$ cat src/design/mth_pkg.sv
// Package: constants, register map and state types of the trip history block
package mth_pkg;
  // Bus and data widths
  localparam int DW = 16;
  localparam int AW = 10;
  // Register indices, byte address is four times the index
  localparam logic [7:0] IDX_SPD_INT = 8'h00;
  localparam logic [7:0] IDX_SPD_LO = 8'h3a;
  localparam logic [7:0] IDX_SPD_HI = 8'h3b;
  localparam logic [7:0] IDX_SPD_MATCH = 8'h44;
  localparam logic [7:0] IDX_SCALE_NUM = 8'h47;
  localparam logic [7:0] IDX_SCALE_DEN = 8'h48;
  localparam logic [7:0] IDX_HIST_CLR = 8'h4a;
  localparam logic [7:0] IDX_HIST1 = 8'h4b;
  localparam logic [7:0] IDX_HIST5 = 8'h4f;
  localparam logic [7:0] IDX_UV_SEL = 8'h50;
  localparam logic [7:0] IDX_RT_SEL = 8'h51;
  localparam logic [7:0] IDX_RT_TIME = 8'h52;
  localparam logic [7:0] IDX_INIT_SEL = 8'h54;
  localparam logic [7:0] IDX_COPY = 8'h57;
  localparam logic [7:0] IDX_IRQ_ST = 8'h60;
  localparam logic [7:0] IDX_IRQ_MASK = 8'h61;
  localparam logic [7:0] IDX_STATUS = 8'h62;
  localparam logic [7:0] IDX_CTRL = 8'h63;
  localparam logic [7:0] IDX_SCL0 = 8'h64;
  localparam logic [7:0] IDX_SCL3 = 8'h67;
  // Status register bit positions
  localparam int ST_TRIP = 0;
  localparam int ST_COAST = 1;
  localparam int ST_SCALE_OK = 2;
  localparam int ST_CAUSE_LSB = 4;
  // Control register: bit 0 clears a latched trip
  localparam int CTRL_TRIP_RST = 0;
  // Interrupt bit positions
  localparam int IRQ_TRIP = 0;
  localparam int IRQ_RETRY = 1;
  localparam int IRQ_UV = 2;
  localparam int IRQ_HCLR = 3;
  // Trip cause codes
  localparam logic [3:0] CAUSE_NONE = 4'h0;
  localparam logic [3:0] CAUSE_OC = 4'h1;
  localparam logic [3:0] CAUSE_UV = 4'h2;
  localparam logic [15:0] HIST_EMPTY = 16'h00ff;
  // Copy selections
  localparam logic [1:0] COPY_NONE = 2'h0;
  localparam logic [1:0] COPY_KP_INIT = 2'h1;
  localparam logic [1:0] COPY_LOAD = 2'h2;
  localparam logic [1:0] COPY_PROG = 2'h3;
  // Factory defaults
  localparam logic [15:0] DEF_SPD_INT = 16'h0000;
  localparam logic [15:0] DEF_SPD_LO = 16'h0000;
  localparam logic [15:0] DEF_SPD_HI = 16'h0bb8;
  localparam logic [15:0] DEF_SPD_MATCH = 16'h000a;
  localparam logic [15:0] DEF_SCALE = 16'h0001;
  localparam logic [6:0] DEF_RT_TIME = 7'h01;
  // Scale factor range: 10 down to 1/1000
  localparam logic [31:0] SCALE_MAX = 32'h0000_000a;
  localparam logic [31:0] SCALE_MIN_DIV = 32'h0000_03e8;
  // Retrial wait in seconds, clock period in ns
  localparam logic [6:0] RT_MIN_S = 7'h01;
  localparam logic [6:0] RT_MAX_S = 7'h78;
  localparam int SEC_NS = 1000000000;
  localparam int CLK_NS = 100;
  localparam int SEC_CYCLES = SEC_NS / CLK_NS;
  // Divider steps for a 32-bit dividend
  localparam logic [5:0] DIV_STEPS = 6'h20;

  typedef enum logic [0:0] {SC_IDLE, SC_WAIT} mth_scan_t;

  typedef struct packed {
    logic busy;
    logic done;
    logic [5:0] cnt;
    logic [16:0] rem;
    logic [31:0] quo;
    logic [15:0] den;
    logic [15:0] res;
  } mth_div_t;

  typedef struct packed {
    logic [3:0][15:0] spd;
    logic [3:0][15:0] scl;
    logic [15:0] num;
    logic [15:0] den;
    logic hclr;
    logic uvsel;
    logic rtsel;
    logic init;
    logic [6:0] rtime;
    logic [1:0] copy;
    logic [4:0][3:0] hcode;
    logic [4:0] hval;
    logic trip;
    logic [3:0] cause;
    logic uv_log;
    logic uv_q;
    logic coast;
    logic motor_en;
    logic pwr_lost;
    logic prm_rst;
    logic [6:0] rt_sec;
    logic [23:0] tick;
    logic [3:0] irq_st;
    logic [3:0] irq_mask;
    logic irq;
    logic [15:0] rdata;
    mth_scan_t scan;
    logic [1:0] sidx;
    logic start;
  } mth_state_t;
endpackage

$ cat src/design/mth_scale_if.sv
// Interface: request and answer between the trip block and its scaler
`timescale 1ns/1ns
interface mth_scale_if;
  logic start;
  logic [15:0] value;
  logic [15:0] num;
  logic [15:0] den;
  logic done;
  logic [15:0] result;
  modport ctrl (output start, output value, output num, output den,
    input done, input result);
  modport calc (input start, input value, input num, input den,
    output done, output result);
endinterface

$ cat src/design/mth_scaler.sv
// Scaler: value times numerator over denominator, one bit per cycle
`timescale 1ns/1ns
module mth_scaler
  import mth_pkg::*;
(
  input wire logic i_clk,
  input wire logic i_rst_b,
  mth_scale_if.calc s
);
  mth_div_t q;
  mth_div_t d;
  logic [16:0] rsh;
  logic [31:0] qsh;

  // Restoring division of the product
  always_comb begin
    d = q;
    d.done = 1'b0;
    rsh = {q.rem[15:0], q.quo[31]};
    qsh = {q.quo[30:0], 1'b0};
    if (!q.busy && s.start) begin
      d.busy = 1'b1;
      d.cnt = DIV_STEPS;
      d.rem = '0;
      d.quo = 32'(s.value) * 32'(s.num);
      d.den = s.den;
    end else if (q.busy) begin
      if (rsh >= {1'b0, q.den}) begin
        rsh = rsh - {1'b0, q.den};
        qsh[0] = 1'b1;
      end
      d.rem = rsh;
      d.quo = qsh;
      d.cnt = q.cnt - 6'h01;
      if (q.cnt == 6'h01) begin
        d.busy = 1'b0;
        d.done = 1'b1;
        d.res = (qsh[31:16] != 16'h0000) ? 16'hffff : qsh[15:0]; // Saturate
      end
    end
  end

  // State register
  always_ff @(posedge i_clk) begin
    if (!i_rst_b) begin
      q <= '0;
    end else begin
      q <= d;
    end
  end

  assign s.done = q.done;
  assign s.result = q.res;
endmodule

$ cat src/design/mth_trip_ctrl.sv
// Trip history, undervoltage, retrial, display scaling and power-cycle actions
//
// Our own choices: the register offsets and the plain strobed port.
`timescale 1ns/1ns
module mth_trip_ctrl
  import mth_pkg::*;
#(
  parameter int P_SEC_CYCLES = SEC_CYCLES
)
(
  input wire logic i_clk,
  input wire logic i_rst_b,
  input wire logic [AW-1:0] i_addr,
  input wire logic [DW-1:0] i_wdata,
  input wire logic i_wr,
  input wire logic i_rd,
  output logic [DW-1:0] o_rdata,
  input wire logic i_uv,
  input wire logic i_run_cmd,
  input wire logic i_trip_evt,
  input wire logic [3:0] i_trip_code,
  input wire logic i_pwr_off,
  input wire logic i_pwr_on,
  output logic o_trip,
  output logic o_coast,
  output logic o_motor_en,
  output logic o_prm_rst,
  output logic [1:0] o_copy_mode,
  output logic o_irq
);
  mth_state_t q;
  mth_state_t d;
  mth_scale_if sc ();

  logic [7:0] widx;
  logic [7:0] ridx;
  logic scale_ok;
  logic scale_on;
  logic [6:0] rt_lim;
  logic [3:0] ev;
  logic [2:0] hsel;
  logic [15:0] rval;
  logic push;
  logic [3:0] push_code;
  logic [4:0][3:0] hcode_sh;
  logic [4:0] hval_sh;
  logic [3:0][15:0] shown;

  mth_scaler u_scaler (
    .i_clk(i_clk),
    .i_rst_b(i_rst_b),
    .s(sc.calc)
  );

  // Scaler request from the state record
  assign sc.start = q.start;
  assign sc.value = q.spd[q.sidx];
  assign sc.num = q.num;
  assign sc.den = q.den;

  assign widx = i_addr[9:2];
  assign ridx = i_addr[9:2];

  assign scale_ok = (q.den != 16'h0000)
    && (32'(q.num) <= 32'(q.den) * SCALE_MAX)
    && (32'(q.num) * SCALE_MIN_DIV >= 32'(q.den));
  assign scale_on = scale_ok && (q.num != q.den);

  assign rt_lim = (q.rtime < RT_MIN_S) ? RT_MIN_S
    : ((q.rtime > RT_MAX_S) ? RT_MAX_S : q.rtime);

  // History shifted by one entry, new cause in entry one
  genvar gi;
  generate
    for (gi = 0; gi < 5; gi++) begin : g_hist
      if (gi == 0) begin : g_new
        assign hcode_sh[gi] = push_code;
        assign hval_sh[gi] = 1'b1;
      end else begin : g_old
        assign hcode_sh[gi] = q.hcode[gi-1];
        assign hval_sh[gi] = q.hval[gi-1];
      end
    end
    for (gi = 0; gi < 4; gi++) begin : g_show
      assign shown[gi] = scale_on ? q.scl[gi] : q.spd[gi];
    end
  endgenerate

  // Read data mux
  always_comb begin
    rval = 16'h0000;
    hsel = 3'(ridx - IDX_HIST1);
    if (ridx == IDX_SPD_INT) begin
      rval = shown[0];
    end else if (ridx == IDX_SPD_LO) begin
      rval = shown[1];
    end else if (ridx == IDX_SPD_HI) begin
      rval = shown[2];
    end else if (ridx == IDX_SPD_MATCH) begin
      rval = shown[3];
    end else if (ridx == IDX_SCALE_NUM) begin
      rval = q.num;
    end else if (ridx == IDX_SCALE_DEN) begin
      rval = q.den;
    end else if (ridx == IDX_HIST_CLR) begin
      rval = 16'(q.hclr);
    end else if (ridx >= IDX_HIST1 && ridx <= IDX_HIST5) begin
      rval = q.hval[hsel] ? 16'(q.hcode[hsel]) : HIST_EMPTY;
    end else if (ridx == IDX_UV_SEL) begin
      rval = 16'(q.uvsel);
    end else if (ridx == IDX_RT_SEL) begin
      rval = 16'(q.rtsel);
    end else if (ridx == IDX_RT_TIME) begin
      rval = 16'(q.rtime);
    end else if (ridx == IDX_INIT_SEL) begin
      rval = 16'(q.init);
    end else if (ridx == IDX_COPY) begin
      rval = 16'(q.copy);
    end else if (ridx == IDX_IRQ_ST) begin
      rval = 16'(q.irq_st);
    end else if (ridx == IDX_IRQ_MASK) begin
      rval = 16'(q.irq_mask);
    end else if (ridx == IDX_STATUS) begin
      rval[ST_TRIP] = q.trip;
      rval[ST_COAST] = q.coast;
      rval[ST_SCALE_OK] = scale_ok;
      rval[ST_CAUSE_LSB +: 4] = q.cause;
    end else if (ridx >= IDX_SCL0 && ridx <= IDX_SCL3) begin
      rval = q.scl[2'(ridx - IDX_SCL0)];
    end
  end

  // Next state of the whole block
  always_comb begin
    d = q;
    ev = 4'h0;
    push = 1'b0;
    push_code = CAUSE_NONE;
    d.start = 1'b0;
    d.prm_rst = 1'b0;
    d.rdata = i_rd ? rval : 16'h0000;
    d.uv_q = i_uv;

    // Register writes
    if (i_wr) begin
      if (widx == IDX_SPD_INT) begin
        d.spd[0] = i_wdata;
      end else if (widx == IDX_SPD_LO) begin
        d.spd[1] = i_wdata;
      end else if (widx == IDX_SPD_HI) begin
        d.spd[2] = i_wdata;
      end else if (widx == IDX_SPD_MATCH) begin
        d.spd[3] = i_wdata;
      end else if (widx == IDX_SCALE_NUM) begin
        d.num = i_wdata;
      end else if (widx == IDX_SCALE_DEN) begin
        d.den = i_wdata;
      end else if (widx == IDX_HIST_CLR) begin
        d.hclr = i_wdata[0];
      end else if (widx == IDX_UV_SEL) begin
        d.uvsel = i_wdata[0];
      end else if (widx == IDX_RT_SEL) begin
        d.rtsel = i_wdata[0];
      end else if (widx == IDX_RT_TIME) begin
        d.rtime = i_wdata[6:0];
      end else if (widx == IDX_INIT_SEL) begin
        d.init = i_wdata[0];
      end else if (widx == IDX_COPY) begin
        d.copy = i_wdata[1:0];
      end else if (widx == IDX_IRQ_MASK) begin
        d.irq_mask = i_wdata[3:0];
      end else if (widx == IDX_CTRL) begin
        if (i_wdata[CTRL_TRIP_RST]) begin
          d.trip = 1'b0;
        end
      end
    end

    // Undervoltage entry
    if (i_uv && !q.uv_q) begin
      ev[IRQ_UV] = 1'b1;
      if (q.uvsel) begin
        if (!q.trip) begin
          d.trip = 1'b1;
          d.cause = CAUSE_UV;
          d.uv_log = 1'b1;
          d.rt_sec = 7'h00;
          d.tick = 24'h00_0000;
          ev[IRQ_TRIP] = 1'b1;
        end
      end else begin
        d.coast = 1'b1;
      end
    end

    // Supply recovery
    if (!i_uv && q.uv_q) begin
      d.coast = 1'b0;
    end

    // External protection trips, logged at once
    if (i_trip_evt && !q.trip && !(i_uv && !q.uv_q && q.uvsel)) begin
      d.trip = 1'b1;
      d.cause = i_trip_code;
      d.rt_sec = 7'h00;
      d.tick = 24'h00_0000;
      push = 1'b1;
      push_code = i_trip_code;
      ev[IRQ_TRIP] = 1'b1;
    end else if (!i_uv && q.uv_q && q.uv_log) begin
      // log only after a brief dip
      push = 1'b1;
      push_code = CAUSE_UV;
      d.uv_log = 1'b0;
    end

    if (push) begin
      d.hcode = hcode_sh;
      d.hval = hval_sh;
    end

    // Retrial timer
    if (q.trip && q.rtsel && q.cause != CAUSE_OC) begin
      if (q.tick == 24'(P_SEC_CYCLES - 1)) begin
        d.tick = 24'h00_0000;
        d.rt_sec = q.rt_sec + 7'h01;
        if (q.rt_sec + 7'h01 >= rt_lim) begin
          d.trip = 1'b0;
          d.rt_sec = 7'h00;
          ev[IRQ_RETRY] = 1'b1;
        end
      end else begin
        d.tick = q.tick + 24'h00_0001;
      end
    end else begin
      d.tick = 24'h00_0000;
      d.rt_sec = 7'h00;
    end

    // Power removed after display went dark
    if (i_pwr_off) begin
      d.pwr_lost = 1'b1;
      d.uv_log = 1'b0;
    end

    // Power back on: pending actions
    if (i_pwr_on && q.pwr_lost) begin
      d.pwr_lost = 1'b0;
      if (q.hclr) begin
        d.hval = 5'h00;
        d.hclr = 1'b0;
        ev[IRQ_HCLR] = 1'b1;
      end
      if (q.init) begin
        d.spd[0] = DEF_SPD_INT;
        d.spd[1] = DEF_SPD_LO;
        d.spd[2] = DEF_SPD_HI;
        d.spd[3] = DEF_SPD_MATCH;
        d.num = DEF_SCALE;
        d.den = DEF_SCALE;
        d.hclr = 1'b0;
        d.uvsel = 1'b0;
        d.rtsel = 1'b0;
        d.rtime = DEF_RT_TIME;
        d.init = 1'b0;
        d.copy = COPY_NONE;
        d.prm_rst = 1'b1;
      end
    end

    // Motor enable follows run, trip and coast
    d.motor_en = i_run_cmd && !d.trip && !d.coast;

    // Scaling scan over the four speeds
    case (q.scan)
      SC_IDLE: begin
        d.start = 1'b1;
        d.scan = SC_WAIT;
      end
      SC_WAIT: begin
        if (sc.done) begin
          d.scl[q.sidx] = sc.result;
          d.sidx = q.sidx + 2'h1;
          d.scan = SC_IDLE;
        end
      end
      default: begin
        d.scan = SC_IDLE;
      end
    endcase

    // Interrupts: read clears, a new event wins
    if (i_rd && ridx == IDX_IRQ_ST) begin
      d.irq_st = 4'h0;
    end
    d.irq_st = d.irq_st | ev;
    d.irq = |(d.irq_st & d.irq_mask);
  end

  // State register with synchronous reset
  always_ff @(posedge i_clk) begin
    if (!i_rst_b) begin
      q <= '0;
      q.spd[2] <= DEF_SPD_HI;
      q.spd[3] <= DEF_SPD_MATCH;
      q.num <= DEF_SCALE;
      q.den <= DEF_SCALE;
      q.rtime <= DEF_RT_TIME;
      q.scan <= SC_IDLE;
    end else begin
      q <= d;
    end
  end

  // Outputs straight from the state register
  assign o_rdata = q.rdata;
  assign o_trip = q.trip;
  assign o_coast = q.coast;
  assign o_motor_en = q.motor_en;
  assign o_prm_rst = q.prm_rst;
  assign o_copy_mode = q.copy;
  assign o_irq = q.irq;
endmodule

$ cat config.mk
export PLATFORM = sky130hd
export DESIGN_NAME = mth_trip_ctrl
export DESIGN_NICKNAME = d
export VERILOG_FILES = /design/src/design/mth_pkg.sv /design/src/design/mth_scale_if.sv /design/src/design/mth_scaler.sv /design/src/design/mth_trip_ctrl.sv
export SDC_FILE = /design/constraint.sdc
export NUM_CORES = 2
export LEC_CHECK = 0
export BUFFER_PORTS_ARGS = -buffer_cell sky130_fd_sc_hd__buf_2
export CELL_PAD_IN_SITES_DETAIL_PLACEMENT = 0
export CELL_PAD_IN_SITES_GLOBAL_PLACEMENT = 1
export CORE_MARGIN = 3
export CORE_UTILIZATION = 50
export CTS_CLUSTER_SIZE = 8
export DETAILED_ROUTE_END_ITERATION = 8
export PLACE_DENSITY = 0.81
export SLEW_MARGIN = 30
export SYNTH_ARGS = -nofsm -noshare
export SYNTH_HDL_FRONTEND = slang
export SYNTH_HIERARCHICAL = 1
export SYNTH_SLANG_ARGS = --single-unit
export TNS_END_PERCENT = 30
$ cat constraint.sdc
create_clock -name i_clk -period 9.53 [get_ports i_clk]
set_clock_uncertainty 0.2 [all_clocks]
set_input_delay 1.906 -clock i_clk [delete_from_list [all_inputs] [get_ports i_clk]]
set_output_delay 1.906 -clock i_clk [all_outputs]
set_load 0.01 [all_outputs]
== Word-level counts from Yosys, hierarchy flattened ==
Index checks and enable logic that the tools add are counted.
Storage, ports and cells
  register bits after elaboration: 358
  output and inout port bits: 23
Operators by class
  add/subtract/negate cells: 7
  multiply operators: 3
  order comparisons: 14
  eq/ne operators: 21
  mux-type cells: 149
  bitwise logic cells: 7
  reduce and logical (&&, ||, !) cells: 47
Operator list (count)
  $mux W16: 31
  $mux W45: 7
  $mux W64: 3
  $mux W31: 4
  $eq A8 B7 Y1 const B: 13
  $mux W4: 18
  $bmux W16 S2: 2
  $bwmux W64: 1
  $mux W57: 1
  $mux W55: 1
  $mux W1: 48
  $mux W48: 1
  $mux W7: 5
  $demux W16 S2: 1
  $mul A16 B16 Y32: 1
  $mux W32: 1
  $reduce_bool A16 Y1: 2
  $mux W29: 1
  $ge A26 B16 Y1: 1
  $add A24 B1 Y24 const B: 1
  $eq A24 B24 Y1 const B: 1
  $mul A16 B7 Y23 const B: 1
  $le A16 B20 Y1: 1
  $mux W5: 4
  other kinds (47): 98

== Depth between registers and ports, before layout ==
  depth after elaboration: 26
  depth in mapped cells: 26
  mapped depth without buffers: 22

== Cells and area by module ==
Netlist, hierarchy kept.
Modules (own cells, without submodules)
  mth_trip_ctrl: times used 1, cells each 2078, area each 17544.3 um2
  mth_scaler: times used 1, cells each 1548, area each 13085.0 um2

== Least setup slack after synthesis ==
No wires, ideal clock.
  path type: register to register
  from: register q[1] (netlist name)
  to: register u_scaler/q[61] (netlist name)
  library setup time: 0.134 ns
  data arrival time: 6.955 ns
  slack: 2.242 ns
  stages on the path, launching flop included: 23
  buffers on the path: 2
  clock period less this slack: 7.288 ns
  path through: dfxtp_1 > clkbuf_1 > clkbuf_1 > mux4_2 > and2_1 > fa_1 > inv_1 > fa_1 > fa_1 > inv_1 > fa_1 > fa_1 > inv_1 > fa_1 > inv_1 > ha_1 > a21o_1 > a211o_1 > a211oi_1 > o21ai_0 > a211oi_1 > xor2_1 > o22ai_1
Between the ends
  cells in the longest elaborated chain, start to end: 4
Ends and longest elaborated chain
  from (decl): line mth_trip_ctrl.sv:31  | mth_state_t q;
  $bmux W16 S2: line mth_trip_ctrl.sv:57  | assign sc.value = q.spd[q.sidx];
  $mux W16 (implied by the code): line mth_trip_ctrl.sv:57
  via sc.value[8]: line mth_scale_if.sv:5  | logic [15:0] value;
  $mul A16 B16 Y32: line mth_scaler.sv:25  | d.quo = 32'(s.value) * 32'(s.num);
  $mux W55: line mth_scaler.sv:21  | if (!q.busy && s.start) begin
  to (signal assigned): line mth_scaler.sv:46  | q <= '0;
  to (signal assigned): line mth_scaler.sv:48  | q <= d;
  to (decl): line mth_scaler.sv:10  | mth_div_t q;
The timed path passes the listed nets, and every way through them passes these cells. The select of a mux whose other input is x is not followed.
A chain may end at the register's enable or synchronous reset.

== Worst setup path after layout ==
  from: register, netlist name sc.num[1]
  to: register q (netlist bit o_rdata[11])
Between the ends
  cells in the longest elaborated chain, start to end: 9
  elaborated cells on any way between the ends: 15
  those cells by class: 1 x mul; 2 x order compare; 1 x eq/ne; 8 x mux; 3 x reduce/logical
Ends and longest elaborated chain
  $mul A16 B7 Y23 / $le A16 B20 Y1 (equally long branches): line mth_trip_ctrl.sv:66, mth_trip_ctrl.sv:65
  $ge A26 B16 Y1 / $logic_and A1 B1 Y1 (equally long branches): line mth_trip_ctrl.sv:66, mth_trip_ctrl.sv:65
  $logic_and A1 B1 Y1: line mth_trip_ctrl.sv:66  | && (32'(q.num) * SCALE_MIN_DIV >= 32'(q.den));
  $logic_and A1 B1 Y1 (*): line mth_trip_ctrl.sv:67  | assign scale_on = scale_ok && (q.num != q.den);
  $mux W16: line mth_trip_ctrl.sv:85  | assign shown[gi] = scale_on ? q.scl[gi] : q.spd[gi];
  $mux W16: line mth_trip_ctrl.sv:99  | end else if (ridx == IDX_SPD_MATCH) begin
  $mux W16: line mth_trip_ctrl.sv:97  | end else if (ridx == IDX_SPD_HI) begin
  $mux W16: line mth_trip_ctrl.sv:95  | end else if (ridx == IDX_SPD_LO) begin
  $mux W16 (*): line mth_trip_ctrl.sv:93  | if (ridx == IDX_SPD_INT) begin
Every way passes the cells marked *; elsewhere a longest branch is shown, timed or not.

==> results.md <==
- Status: completed
- Footprint of the multi-input gates: 21200 sq um
- Worst path max stage delay: 690 ps
- Sequential cell area: 7150 sq um
- Fraction of the mapped netlist area in adder cells: 26.5%
- Cell variety after synth: 90
- Die height: 254 um
- Clock power frac: 45.2%
- Die width: 254 um
- Share of the synthesized netlist area taken by xor and xnor gates: 3.09%
- Sinks on the clock net: 357
- Number of global-route vias before repair: 26.7k
- R2r startpoint: sc.num[1]$_SDFF_PN0_
- Filler Cell Count: 5554
- Critical path cell sequence: inv_1 -> fa_1 -> fa_1 -> fa_1 -> fa_1 -> inv_1 -> ha_1 -> a21oi_1 -> nand2b_1 -> and3_1 -> o21ai_0 -> xor2_1 -> ha_1 -> nand2_1 -> a211oi_1 -> nor4_2 -> and4_1 -> nor2_8 -> buf_4 -> mux2_1 -> o221ai_1 -> o21ai_1
- Effective utilization at floorplan: 50.7%
- Number of DRC markers in iteration 0: 2503
- Cell class contributing the biggest share of worst-path delay: adder cells
- Share of async-settable or async-resettable flops after synthesis: 0%
- Number of I/O port buffers: 59
- Mux contribution to synthesized area: 6.45%
- CP Class: register to register
- Sequential cell fraction of total power: 44.0%
- Max-capacitance violation count: 0
- GR Overflow Total: 0
- Net Sw Power: 938 uW
- Worst min-delay path category: register to register
- GR Util All Layers: 30.3%
- Seq/Total Area, Yosys: 23.3%
- Count of hold-fix buffers inserted at cts: 0
- Clock slew seen by the registers of the worst setup and hold paths: 50 ps
- TNS Setup: 0 ps
- Max FO, Critical Path: 34
- Final HPWL from detailed placement: 70200 um
- RSZ-0062 raised after global routing: no
- Most used flip-flop cell after synthesis: sky130_fd_sc_hd__dfxtp_1
- Area growth from synthesis to final layout: 6.56%
- Final Max Tran Viols: 0
- Relative slew margins: 29.1%
- Cells after DPL: 4296
- Final hold violation count: 0
- Post-synthesis instance area: 30600 sq um
- Pre-CTS WS: 1800 ps
- Worst IR drop on VDD: 0.000128 V
- Initial antenna violation count: 1
- Critical path's slowest cell: sky130_fd_sc_hd__nor2_8
- TritonCTS clock tree: yes
- Combinational share of power: 10.8%
- Compound-Gate Fraction of Synth Area: 15.1%
- Internal Dissipation: 2580 uW
- Non-filler instance count after layout: 4351
- Final clock period utilization by the worst path: 82.1%
- Number of H-tree levels: 2
- Post-Synthesis Cells: 3626
- Post-cts gate resize count: 0
- Leading post-synthesis cells by cell area: sky130_fd_sc_hd__dfxtp_1, sky130_fd_sc_hd__fa_1, sky130_fd_sc_hd__ha_1
- Nets@finish: 4104
- Synthesized-area fraction occupied by and/or/nand/nor cells: 17.8%
- WP buf/inv: 3
- Mapped Avg Cell Area: 8.45 sq um
- Kind of start point of the critical path: register
- Data arrival time of the worst path: 8080 ps
- Routed Antenna Nets: 0
- Crit end category: register
- Wirelength, routed: 97100 um
- Maximum number of buffers from clock root to sink: 3
- Drt pass-1 iters: 6
- Final number of setup-violating endpoints: 0
- Core outline area: 60500 sq um
- Most used cell along the critical path: sky130_fd_sc_hd__fa_1
- Hold path start: q[92]$_SDFFE_PN0N_
- Maximum clock rate: 128 MHz
- Required time worst endpoint: 9790 ps
- EDFF count, synth: 0
- Ports: 62
- RD Place Congestion: 0.916
- Maximum number of pins on one net before global-route repair: 104
- Rows: 90
- Minimum clock period after layout: 7820 ps
- Cts bufs inserted: 50
- Area share of the leading cell type in the synthesized netlist: 23.3%
- Total nets after synthesis: 4164
- Remaining design rule violation count: 0
- Number of warning messages in the yosys log: 6
- Fraction of layout cells with a size suffix above 1: 7.06%
- Overall via count from detail_route: 26.4k
- Antenna diode count: 0
- Pin slew with the least headroom to its limit: 1060 ps
- Flip-flop and latch count after synthesis: 357
- Dominant combinational cell family by area after synthesis: adder cells
- Routed len/inst: 22.3 um
- PwrDens: 108 nW/um^2
- Total leakage power: 0.0137 uW
- Die area: 64300 sq um
- Detailed-route vias per instance: 6.06
- Cell type with the largest total area after synthesis: sky130_fd_sc_hd__dfxtp_1
- Source of the critical timing path: sc.num[1]$_SDFF_PN0_
- Final WS setup: 1710 ps
- Clock root buffer: sky130_fd_sc_hd__clkbuf_16
- Switching part of the total: 26.6%
- Number of setup buffers added after CTS: 0
- Clock insertion delay at the later pin of the skew report: 610 ps
- Wire length of the first global-routing pass: 152000 um
==> tightest hold or removal path: cells and delay by family, from the launching register on <==
kind	cells	cell delay, ps
simple gates	1	50
compound gates	1	50
flops	1	300
==> final cells by class <==
class / count / area share, %
Clock buffer: 53 / 3.87
Clock inverter: 2 / 0.184
Inverter: 369 / 4.24
Sequential cell: 357 / 21.9
Multi-Input combinational cell: 2687 / 64.9
Tap cell: 782 / 3.00
Timing Repair Buffer: 101 / 1.88
==> stage by stage <==
step / hold slack (ps) / total power (uW) / instance area [sq um] / utilization [%]
after global routing: 281 / 3640 / 32600 / 54.0
after detailed placement: 246 / 1950 / 31300 / 51.8
after CTS: 254 / 3550 / 32600 / 54.0
after floorplan: 228 / 1840 / 30600 / -
final: 251 / 3520 / 32600 / 54.0
after global placement: 236 / 1940 / 31300 / 51.7
==> worst paths after layout <==
kind	cells past startpoint	slack [ps]	to
setup / recovery	22	1710	o_rdata[11]$_SDFF_PN0_
hold / removal	2	250	q[92]$_SDFFE_PN0N_
setup reg to reg	22	1710	o_rdata[11]$_SDFF_PN0_
hold reg to reg	2	250	q[92]$_SDFFE_PN0N_
==> cells in the mapped netlist, types with 9 or more instances <==
library cell               count
sky130_fd_sc_hd__and2_1      133
sky130_fd_sc_hd__mux2i_1     106
sky130_fd_sc_hd__a21o_1       33
sky130_fd_sc_hd__clkbuf_1    162
sky130_fd_sc_hd__dfxtp_1     357
sky130_fd_sc_hd__and3_1       32
sky130_fd_sc_hd__inv_1       369
sky130_fd_sc_hd__nor2_1      186
sky130_fd_sc_hd__a21oi_1     325
sky130_fd_sc_hd__a31oi_1      18
sky130_fd_sc_hd__nor3_1       26
sky130_fd_sc_hd__fa_1        249
sky130_fd_sc_hd__nand4_1      32
sky130_fd_sc_hd__nor2b_1      11
sky130_fd_sc_hd__o221a_2      16
sky130_fd_sc_hd__o21a_1       19
sky130_fd_sc_hd__o21ai_0      95
sky130_fd_sc_hd__o211ai_1     14
sky130_fd_sc_hd__a22oi_1      15
sky130_fd_sc_hd__nand2_1     637
sky130_fd_sc_hd__a211oi_1     44
sky130_fd_sc_hd__a221oi_1     15
sky130_fd_sc_hd__o31ai_1      10
sky130_fd_sc_hd__nand2b_1     10
sky130_fd_sc_hd__nand3_1      59
sky130_fd_sc_hd__o22ai_1      20
sky130_fd_sc_hd__mux4_2       34
sky130_fd_sc_hd__nor4_1       17
sky130_fd_sc_hd__xnor2_1      45
sky130_fd_sc_hd__buf_4        38
sky130_fd_sc_hd__nor3b_1       9
sky130_fd_sc_hd__or3_1        10
sky130_fd_sc_hd__ha_1        250
sky130_fd_sc_hd__xor2_1       63
==> layout by cell type, fill, tap and decap left out, drive strengths merged, types with 8 or more instances in the layout <==
| cell | Yosys | layout |
|---|---|---|
| a211oi | 45 | 45 |
| a21o | 33 | 33 |
| a21oi | 330 | 330 |
| a221oi | 15 | 15 |
| a22oi | 15 | 15 |
| a31oi | 18 | 18 |
| and2 | 133 | 133 |
| and3 | 33 | 33 |
| buf | 51 | 101 |
| clkbuf | 162 | 53 |
| dfxtp | 357 | 357 |
| fa | 249 | 249 |
| ha | 250 | 250 |
| inv | 369 | 369 |
| mux2 | 13 | 13 |
| mux2i | 106 | 106 |
| mux4 | 34 | 34 |
| nand2 | 637 | 637 |
| nand2b | 10 | 10 |
| nand3 | 60 | 60 |
| nand4 | 32 | 32 |
| nor2 | 188 | 188 |
| nor2b | 11 | 11 |
| nor3 | 26 | 26 |
| nor3b | 9 | 9 |
| nor4 | 18 | 18 |
| o211ai | 16 | 16 |
| o21a | 19 | 19 |
| o21ai | 101 | 101 |
| o21bai | 8 | 8 |
| o221a | 16 | 16 |
| o22ai | 20 | 20 |
| o31ai | 10 | 10 |
| or3 | 10 | 10 |
| xnor2 | 45 | 45 |
| xor2 | 63 | 63 |
==> flip-flops by register name, indices dropped and copies added, names as in the netlist <==
register	flops
o_rdata	16
o_motor_en	1
u_scaler/s.result	16
u_scaler/q	71
sc.den	16
q	193
o_coast	1
u_scaler/s.done	1
o_copy_mode	2
hval_sh	4
sc.start	1
sc.num	16
o_trip	1
o_prm_rst	1
o_irq	1
hcode_sh	16
==> power groups by stage <==
stage	Clock [uW]	Sequential [uW]	Combinational [uW]
5_1_grt	1680	1550	412
6_report	1590	1550	380
4_1_cts	1620	1550	375
3_5_place_dp	0	1580	373
2_1_floorplan	0	1560	277
3_3_place_gp	0	1580	362
==> per-layer routing <==
metal / track usage, % / vias to the layer above / part of all wire (%)
met1: 37.5 / 13002 / 40
met2: 51.4 / 1057 / 47
met5: 0 / - / 0.0072
li1: - / 12071 / -
met4: 13.9 / 2 / 4.9
met3: 5.72 / 249 / 7.7
==> cell families (layout without fill, tap and decap cells) <==
group                      count (synthesis)  count (layout)
AOI/OAI and AO/OA                        725             725
DFF                                      357             357
muxes                                    153             153
buffers and inverters                    582             525
adders and majority gates                499             499
xor gates and xnor gates                 108             108
and+or+nand+nor                         1202            1202
Note: power is estimated with default switching activity, not from simulation.
